--- config.mk ---
export PLATFORM = sky130hd
export DESIGN_NAME = watchdog_powerdown_keys
export DESIGN_NICKNAME = d
export VERILOG_FILES = /design/src/watchdog_powerdown_keys.v
export VERILOG_INCLUDE_DIRS = /design/src /design/src/src
export SDC_FILE = /design/constraint.sdc
export NUM_CORES = 1
export LEC_CHECK = 0
export BUFFER_PORTS_ARGS = -buffer_cell sky130_fd_sc_hd__buf_4
export CORE_MARGIN = 2
export CORE_UTILIZATION = 35
export DETAILED_ROUTE_END_ITERATION = 10
export GPL_ROUTABILITY_DRIVEN = 0
export PLACE_DENSITY_LB_ADDON = 0.08
export SYNTH_ARGS = -nofsm -noshare
export SYNTH_HDL_FRONTEND = slang
export SYNTH_SLANG_ARGS = --single-unit
--- constraint.sdc ---
create_clock -name CLOCK -period 4.9 [get_ports CLOCK]
set_input_delay 0.245 -clock CLOCK [delete_from_list [all_inputs] [get_ports CLOCK]]
set_output_delay 0.245 -clock CLOCK [all_outputs]
set_load 0.02 [all_outputs]
--- src/watchdog_powerdown_keys_defs.vh ---
/*
  Constants of the supervision timer with two-key command scheme:
  I/O addresses, field positions, reset values, command codes, timing.
  Assumes an 8-bit I/O space decoded on the full address.
*/
`ifndef WATCHDOG_POWERDOWN_KEYS_DEFS_VH
`define WATCHDOG_POWERDOWN_KEYS_DEFS_VH

`define ADDR_MASTER_CONTROL 8'hF0
`define ADDR_KEY_COMMAND 8'hF1

`define ENABLE_BIT 7
`define PERIOD_HI 6
`define PERIOD_LO 5
`define SLEEP_HI 1
`define SLEEP_LO 0

`define ENABLE_RESET 1'b1
`define PERIOD_RESET 2'h3
`define SLEEP_RESET 2'h3
`define RESERVED_READ 3'h3
`define KEY_READ 8'h00

`define KEY_DISABLE 8'h41
`define KEY_MODE_CHANGE 8'hDB
`define KEY_CLEAR 8'h03

`define MODE_FIRST_IDLE_MODE 2'h0
`define MODE_SECOND_IDLE_MODE 2'h1
`define MODE_STOP 2'h2
`define MODE_RUN 2'h3

`define CLOCK_PERIOD_NS 5
`define RESET_PULSE_NS 5000000
`define RESET_PULSE_CYCLES (`RESET_PULSE_NS / `CLOCK_PERIOD_NS)

`define PERIOD_CYCLES_0 32'h0001_0000
`define PERIOD_CYCLES_1 32'h0004_0000
`define PERIOD_CYCLES_2 32'h0010_0000
`define PERIOD_CYCLES_3 32'h0040_0000

`endif

--- src/watchdog_powerdown_keys.v ---
/*
  Supervision timer with a two-key command scheme and the power-down
  clock gating selected for the HALT state.
  Assumes the CPU I/O strobes come from logic on CLOCK, one cycle each,
  and the halt status is on CLOCK too; the reset-wiring strap is a pin.
*/
// Functional notes
// - Master control decoded at F0H, key command at F1H.
// - Enable bit is bit 7; timing runs while it is 1.
// - Enable bit is 1 after reset, supervision starts unaided.
// - Timeout period field bits 6-5 selects interval, resets to 11.
// - Disable needs enable written 0, then the disable key.
// - Sleep mode changes only on master write right after key DBH.
// - Clear code restarts interval and withdraws a pending timeout.
// - Sleep mode 00 first_idle_mode, 01 second_idle_mode, 10 stop, 11 run; resets 11.
// - Three reserved master bits always read 011.
// - Key command register is write-only; reads return no command.
// - Enabled timer drives timeout output low when interval elapses.
// - Not wired to reset: output held low until software clears.
// - Counting suspended in idle or stop modes during halt.
// - Second_idle_mode keeps oscillator, counter/timer, clock out; stops the rest.
`timescale 1ns/1ps
`default_nettype none
`include "watchdog_powerdown_keys_defs.vh"

module watchdog_powerdown_keys #(
  parameter [31:0] PERIOD_CYCLES_0 = `PERIOD_CYCLES_0,
  parameter [31:0] PERIOD_CYCLES_1 = `PERIOD_CYCLES_1,
  parameter [31:0] PERIOD_CYCLES_2 = `PERIOD_CYCLES_2,
  parameter [31:0] PERIOD_CYCLES_3 = `PERIOD_CYCLES_3,
  parameter [31:0] RESET_PULSE_CYCLES = `RESET_PULSE_CYCLES
) (
  input wire CLOCK,
  input wire RST_N,
  input wire [7:0] IO_ADDR,
  input wire [7:0] IO_WDATA,
  input wire IO_WR,
  input wire IO_RD,
  output reg [7:0] IO_RDATA,
  input wire HALT_N,
  input wire RESET_WIRED,
  output reg TIMEOUT_OUTPUT_N,
  output reg CPU_CLK_EN,
  output reg PIO_CLK_EN,
  output reg SIO_CLK_EN,
  output reg CTC_CLK_EN,
  output reg CLKOUT_EN,
  output reg OSC_EN,
  output reg SUPERVISION_CLK_EN
);

  function [31:0] period_limit;
    input [1:0] sel;
    begin
      case (sel)
        2'h0: period_limit = PERIOD_CYCLES_0;
        2'h1: period_limit = PERIOD_CYCLES_1;
        2'h2: period_limit = PERIOD_CYCLES_2;
        default: period_limit = PERIOD_CYCLES_3;
      endcase
    end
  endfunction

  // Key arming states: at most one key is armed at a time
  localparam [1:0] ARM_NONE = 2'b00;
  localparam [1:0] ARM_DISABLE = 2'b01;
  localparam [1:0] ARM_MODE = 2'b10;

  reg enable_q;
  reg enable_d;
  reg [1:0] period_q;
  reg [1:0] period_d;
  reg [1:0] sleep_q;
  reg [1:0] sleep_d;
  reg [1:0] arm_q;
  reg [1:0] arm_d;
  reg [31:0] count_q;
  reg [31:0] count_d;
  reg [31:0] pulse_q;
  reg [31:0] pulse_d;
  reg expired_q;
  reg expired_d;
  reg [7:0] rdata_d;
  reg wired_meta_q;
  reg wired_q;

  wire write_master = IO_WR & (IO_ADDR == `ADDR_MASTER_CONTROL);
  wire write_key = IO_WR & (IO_ADDR == `ADDR_KEY_COMMAND);
  wire key_disable = write_key & (IO_WDATA == `KEY_DISABLE);
  wire key_mode = write_key & (IO_WDATA == `KEY_MODE_CHANGE);
  wire key_clear = write_key & (IO_WDATA == `KEY_CLEAR);
  wire halted = ~HALT_N;
  wire suspend = halted & (sleep_q != `MODE_RUN);
  wire count_run = enable_q & ~suspend;
  wire [31:0] limit = period_limit(period_q);
  wire expire = count_run & ~expired_q & (count_q >= limit - 32'h0000_0001);
  wire pulse_done = expired_q & wired_q & (pulse_q >= RESET_PULSE_CYCLES - 32'h0000_0001);

  // Strap from a pin: two flops before use
  always @(posedge CLOCK or negedge RST_N) begin
    if (!RST_N) begin
      wired_meta_q <= 1'b0;
      wired_q <= 1'b0;
    end else begin
      wired_meta_q <= RESET_WIRED;
      wired_q <= wired_meta_q;
    end
  end

  // Key arming and master control fields, next values
  always @* begin
    enable_d = enable_q;
    period_d = period_q;
    sleep_d = sleep_q;
    arm_d = arm_q;
    if (write_master) begin
      period_d = IO_WDATA[`PERIOD_HI:`PERIOD_LO];
      // Mode field is taken only under the mode key
      case (arm_q)
        ARM_MODE: begin
          sleep_d = IO_WDATA[`SLEEP_HI:`SLEEP_LO];
        end
        default: begin
          sleep_d = sleep_q;
        end
      endcase
      if (IO_WDATA[`ENABLE_BIT]) begin
        enable_d = 1'b1;
        arm_d = ARM_NONE;
      end else if (enable_q) begin
        arm_d = ARM_DISABLE;
      end else begin
        arm_d = ARM_NONE;
      end
    end else if (write_key) begin
      // Disable key counts only right after the master write
      case (arm_q)
        ARM_DISABLE: begin
          if (key_disable) begin
            enable_d = 1'b0;
          end
        end
        default: begin
          enable_d = enable_q;
        end
      endcase
      // Any key write re-decides the arming
      if (key_mode) begin
        arm_d = ARM_MODE;
      end else begin
        arm_d = ARM_NONE;
      end
    end
  end

  // Master control fields and the key arming state
  always @(posedge CLOCK or negedge RST_N) begin
    if (!RST_N) begin
      enable_q <= `ENABLE_RESET;
      period_q <= `PERIOD_RESET;
      sleep_q <= `SLEEP_RESET;
      arm_q <= ARM_NONE;
    end else begin
      enable_q <= enable_d;
      period_q <= period_d;
      sleep_q <= sleep_d;
      arm_q <= arm_d;
    end
  end

  // Interval counter and timeout state, next values
  always @* begin
    count_d = count_q;
    pulse_d = pulse_q;
    expired_d = expired_q;
    // Disabled timer: nothing pending, count parked at zero
    if (!enable_q) begin
      count_d = 32'h0000_0000;
      pulse_d = 32'h0000_0000;
      expired_d = 1'b0;
    end else if (expire) begin
      // Expiry beats a clear in the same cycle
      expired_d = 1'b1;
      count_d = 32'h0000_0000;
      pulse_d = 32'h0000_0000;
    end else if (pulse_done || key_clear) begin
      expired_d = 1'b0;
      count_d = 32'h0000_0000;
      pulse_d = 32'h0000_0000;
    end else if (expired_q) begin
      // Pulse mode: hold low for the pulse length
      if (wired_q) begin
        pulse_d = pulse_q + 32'h0000_0001;
      end
    end else if (count_run) begin
      count_d = count_q + 32'h0000_0001;
    end
  end

  // Interval counter registers
  always @(posedge CLOCK or negedge RST_N) begin
    if (!RST_N) begin
      count_q <= 32'h0000_0000;
      pulse_q <= 32'h0000_0000;
      expired_q <= 1'b0;
    end else begin
      count_q <= count_d;
      pulse_q <= pulse_d;
      expired_q <= expired_d;
    end
  end

  // Read data, next value
  always @* begin
    rdata_d = IO_RDATA;
    if (IO_RD) begin
      case (IO_ADDR)
        `ADDR_MASTER_CONTROL: begin
          rdata_d = {enable_q, period_q, `RESERVED_READ, sleep_q};
        end
        `ADDR_KEY_COMMAND: begin
          rdata_d = `KEY_READ;
        end
        default: begin
          rdata_d = 8'h00;
        end
      endcase
    end
  end

  // Outputs: read data, timeout pin, clock gates
  always @(posedge CLOCK or negedge RST_N) begin
    if (!RST_N) begin
      IO_RDATA <= 8'h00;
      TIMEOUT_OUTPUT_N <= 1'b1;
      CPU_CLK_EN <= 1'b1;
      PIO_CLK_EN <= 1'b1;
      SIO_CLK_EN <= 1'b1;
      CTC_CLK_EN <= 1'b1;
      CLKOUT_EN <= 1'b1;
      OSC_EN <= 1'b1;
      SUPERVISION_CLK_EN <= 1'b1;
    end else begin
      IO_RDATA <= rdata_d;
      TIMEOUT_OUTPUT_N <= ~expired_q;
      if (!halted) begin
        CPU_CLK_EN <= 1'b1;
        PIO_CLK_EN <= 1'b1;
        SIO_CLK_EN <= 1'b1;
        CTC_CLK_EN <= 1'b1;
        CLKOUT_EN <= 1'b1;
        OSC_EN <= 1'b1;
        SUPERVISION_CLK_EN <= 1'b1;
      end else begin
        case (sleep_q)
          `MODE_FIRST_IDLE_MODE: begin
            CPU_CLK_EN <= 1'b0;
            PIO_CLK_EN <= 1'b0;
            SIO_CLK_EN <= 1'b0;
            CTC_CLK_EN <= 1'b0;
            CLKOUT_EN <= 1'b0;
            OSC_EN <= 1'b1;
            SUPERVISION_CLK_EN <= 1'b0;
          end
          `MODE_SECOND_IDLE_MODE: begin
            CPU_CLK_EN <= 1'b0;
            PIO_CLK_EN <= 1'b0;
            SIO_CLK_EN <= 1'b0;
            CTC_CLK_EN <= 1'b1;
            CLKOUT_EN <= 1'b1;
            OSC_EN <= 1'b1;
            SUPERVISION_CLK_EN <= 1'b0;
          end
          `MODE_STOP: begin
            CPU_CLK_EN <= 1'b0;
            PIO_CLK_EN <= 1'b0;
            SIO_CLK_EN <= 1'b0;
            CTC_CLK_EN <= 1'b0;
            CLKOUT_EN <= 1'b0;
            OSC_EN <= 1'b0;
            SUPERVISION_CLK_EN <= 1'b0;
          end
          default: begin
            CPU_CLK_EN <= 1'b1;
            PIO_CLK_EN <= 1'b1;
            SIO_CLK_EN <= 1'b1;
            CTC_CLK_EN <= 1'b1;
            CLKOUT_EN <= 1'b1;
            OSC_EN <= 1'b1;
            SUPERVISION_CLK_EN <= 1'b1;
          end
        endcase
      end
    end
  end

endmodule // watchdog_powerdown_keys
`default_nettype wire

==> flow_metrics.env <==
export IMPL_power_frac_clock_pct=50.0
export IMPL_first_global_vias=3249
export IMPL_die_w_um=117
export IMPL_fmax_mhz=370
export IMPL_hold_viol_final=0
export IMPL_pwr_share_seq_pct=45.9
export IMPL_fin_util_pct=41.4
export IMPL_max_slew_margin_rel_pct=27.9
export IMPL_gr_total_overflow=0
export IMPL_top_usage_layer="met2"
export IMPL_hp_class="in -> reg"
export IMPL_finalCritPeriodShare_pct=55.2
export IMPL_finalNetCount=478
export IMPL_use_met2_pct=24.1
export IMPL_io_buffers=36
export IMPL_ys_warnings_count=0
export IMPL_grt_pass1_wl_mm=16.6
export IMPL_io_pins=38
export IMPL_cts_buffers=9
export IMPL_cp_num_buf_inv=2
export IMPL_final_max_slew_viol_count=0
export IMPL_syn_num_nets=452
export IMPL_synth_async_reset_ratio_pct=100
export IMPL_synth_top_flop_cell="dfrtp_1"
export IMPL_synthMostInstantiatedCell="dfrtp_1"
export IMPL_ir_drop_mv=0.151
export IMPL_cts_resized=0
export IMPL_met3_usage_pct=2.72
export IMPL_cts_setup_buffers=0
export IMPL_routed_wl_mm=9.59
export IMPL_vias=3191
export IMPL_min_from="HALT_N"
export IMPL_status="completed"
export IMPL_die_area_um2=13800
export IMPL_finClkSkew_ns=0.00616
export IMPL_wl_per_cell_um=15.3
export IMPL_p_sw_uw=323
export IMPL_worst_setup_path_end_kind="flip-flop"
export IMPL_switching_share_pct=21.1
export IMPL_cts_buffer_depth=2
export IMPL_synthTopCellsByCount="dfrtp_1 (75), nor3_2 (43), nor3_1 (29), xor2_1 (29), nand3_1 (24)"
export IMPL_worst_endpoint_required_ns=5.08
export IMPL_synthesis_area_um2=4500
export IMPL_synth_edf_count=0
export IMPL_core_um2=12600
export IMPL_arrival_ns=2.88
export IMPL_diodes=0
export IMPL_drtAntennaViolNets=0
export IMPL_maxCapViolations=0
export IMPL_critPathSlowestCell="buf_4"
export IMPL_cellPowerDensity_nw_per_um2=294
export IMPL_ctsHoldBuffers=2
export IMPL_setup_tns_final_ns=0
export IMPL_hpwl_mm=6.22
export IMPL_worst_path_max_fanout=65
export IMPL_critPathLaunch="period_q[1]$_DFFE_PN1P_"
export IMPL_yosysTopAreaCellShare_pct=41.7
export IMPL_drt_initial_drc_count=150
export IMPL_die_h_um=117
export IMPL_cpPeakStageDelay_ns=0.76
export IMPL_ys_types=46
export IMPL_fin_crit_ns=2.70
export IMPL_synth_cells=424
export IMPL_avgSynthCellArea_um2=10.6
export IMPL_nFillCells=1229
export IMPL_grt_usage_pct=14.9
export IMPL_rsz0062_at_grt="false"
export IMPL_worstSetupPathType="reg -> reg"
export IMPL_drc=0
export IMPL_p_int_uw=1210
export IMPL_r2r_start="period_q[1]$_DFFE_PN1P_"
export IMPL_root_buffer="clkbuf_16"
export IMPL_antenna_found_initial=0
export IMPL_p_leak_uw=0.00203
export IMPL_grt_max_degree=66
export IMPL_setup_violations=0
export IMPL_clk_pin_slew_worst_paths_ns=0.06
export IMPL_clkLatencyLatePin_ns=0.34
export IMPL_yosysSeqAreaShare_pct=47.0
export IMPL_drt_pass1_iter_count=4
export IMPL_syn_to_final_growth_pct=15.6
export IMPL_final_layout_size_suffix_gt1_share_pct=26.2
export IMPL_avgViaCountPerCell=5.09
export IMPL_combPwrFrac_pct=4.2
export IMPL_cts_tree="done"
export IMPL_synth_area_leaders="dfrtp_1 (42%), nor3_2 (9.6%), xor2_1 (5.6%)"
export IMPL_synth_seq_cells=84
export IMPL_start_util_pct=35.8
export IMPL_critPathLaunchType="flip-flop"
export IMPL_path_cells="inv_1, ha_1, nand2_1, o21ai_0, o211ai_1, a311oi_4, buf_4, nor3_1"
export IMPL_use_met1_pct=19.6
export IMPL_critical_path_top_delay_family="buffers and inverters"
export IMPL_num_rows=41
export IMPL_tritoncts_num_sinks=84
export IMPL_yosysTopAreaCell="dfrtp_1"
export IMPL_worst_pin_slew_ns=1.08
export IMPL_ctsHtreeMaxLevel=3
## worst min-delay path, delay by kind of cell
family / cells / cell delay (ns)
buffers and inverters: 2 / 0.13
AND/OR/NAND/NOR: 1 / 0.04
## cell type report
| type | count | area [um^2] | area share, % |
|---|---|---|---|
| multi-input combinational | 304 | 2170 | 41.8 |
| tap | 172 | 215 | 4.14 |
| inverter | 10 | 37.5 | 0.722 |
| sequential | 84 | 2110 | 40.6 |
| clock inverter | 4 | 70.1 | 1.35 |
| timing repair buffer | 41 | 325 | 6.25 |
| clock buffer | 12 | 267 | 5.12 |
## metal layers
metal	routed length, um	vias to the layer above
met3	210	15
met4	194	0
li1	-	1579
met1	4640	1565
met5	0	-
met2	4550	32
## metrics by stage
step	area [um^2]	instances	hold slack, ns	total power [uW]	worst slack [ns]
final	5200	627	0.103	1530	2.20
after global routing	5200	627	0.109	1590	1.93
after detailed placement	4850	609	0.169	780	2.16
after global placement	4850	609	0.166	779	2.22
after CTS	5200	627	0.0963	1560	2.15
after floorplan	4500	424	-0.0506	744	2.85
## layout by cell type, fill, tap and decap left out, types with 7 or more instances in the layout
| cell | Yosys | routed |
|---|---|---|
| dfrtp_1 | 75 | 75 |
| nor3_2 | 43 | 44 |
| buf_4 | 7 | 38 |
| xor2_1 | 29 | 29 |
| nor3_1 | 29 | 28 |
| nand3_1 | 24 | 24 |
| nand2_1 | 23 | 23 |
| nand4_1 | 19 | 19 |
| xnor2_1 | 17 | 17 |
| nor2_1 | 15 | 15 |
| and3_1 | 14 | 14 |
| a21oi_1 | 12 | 12 |
| inv_1 | 10 | 10 |
| dfstp_2 | 9 | 9 |
| clkbuf_16 | 0 | 9 |
| nor4_1 | 8 | 8 |
| and4_1 | 8 | 8 |
| a31oi_1 | 8 | 8 |
| o21ai_0 | 7 | 7 |
## worst paths after layout
| check | endpoint | slack [ns] | cells after the start |
|---|---|---|---|
| max | pulse_q[16]$_DFFE_PN0P_ | 2.20 | 8 |
| min | CLKOUT_EN$_DFF_PN1_ | 0.10 | 3 |
| max reg2reg | pulse_q[16]$_DFFE_PN0P_ | 2.20 | 8 |
| min reg2reg | wired_q$_DFF_PN0_ | 0.36 | 0 |
| max in group asynchronous | count_q[31]$_DFFE_PN0P_ | 3.49 | 3 |
| min in group asynchronous | count_q[3]$_DFFE_PN0P_ | 0.34 | 2 |
## registers in the layout (all words and copies together), names as in the netlist, 2 cells and up
name	cells
count_q	32
pulse_q	32
IO_RDATA	6
arm_q	2
period_q	2
sleep_q	2
## cell families after synthesis
group           count (synthesis)  share of synthesized area, %
other cells                     1                        0.0833
fa+ha+maj                       6                          1.67
simple gates                  206                          29.8
mux                             7                          1.70
flops                          84                          47.0
compound gates                 38                          5.31
xor+xnor                       46                          8.95
buf+inv                        36                          5.53
## power groups by stage
stage | Sequential [uW] | Clock (uW) | Combinational, uW
6_report | 702 | 765 | 63.9
5_1_grt | 702 | 821 | 71.6
4_1_cts | 702 | 789 | 66.4
3_5_place_dp | 715 | 0 | 65.1
3_3_place_gp | 714 | 0 | 64.5
2_1_floorplan | 715 | 0 | 29.5
No activity file was read; power rests on OpenSTA's default activity.
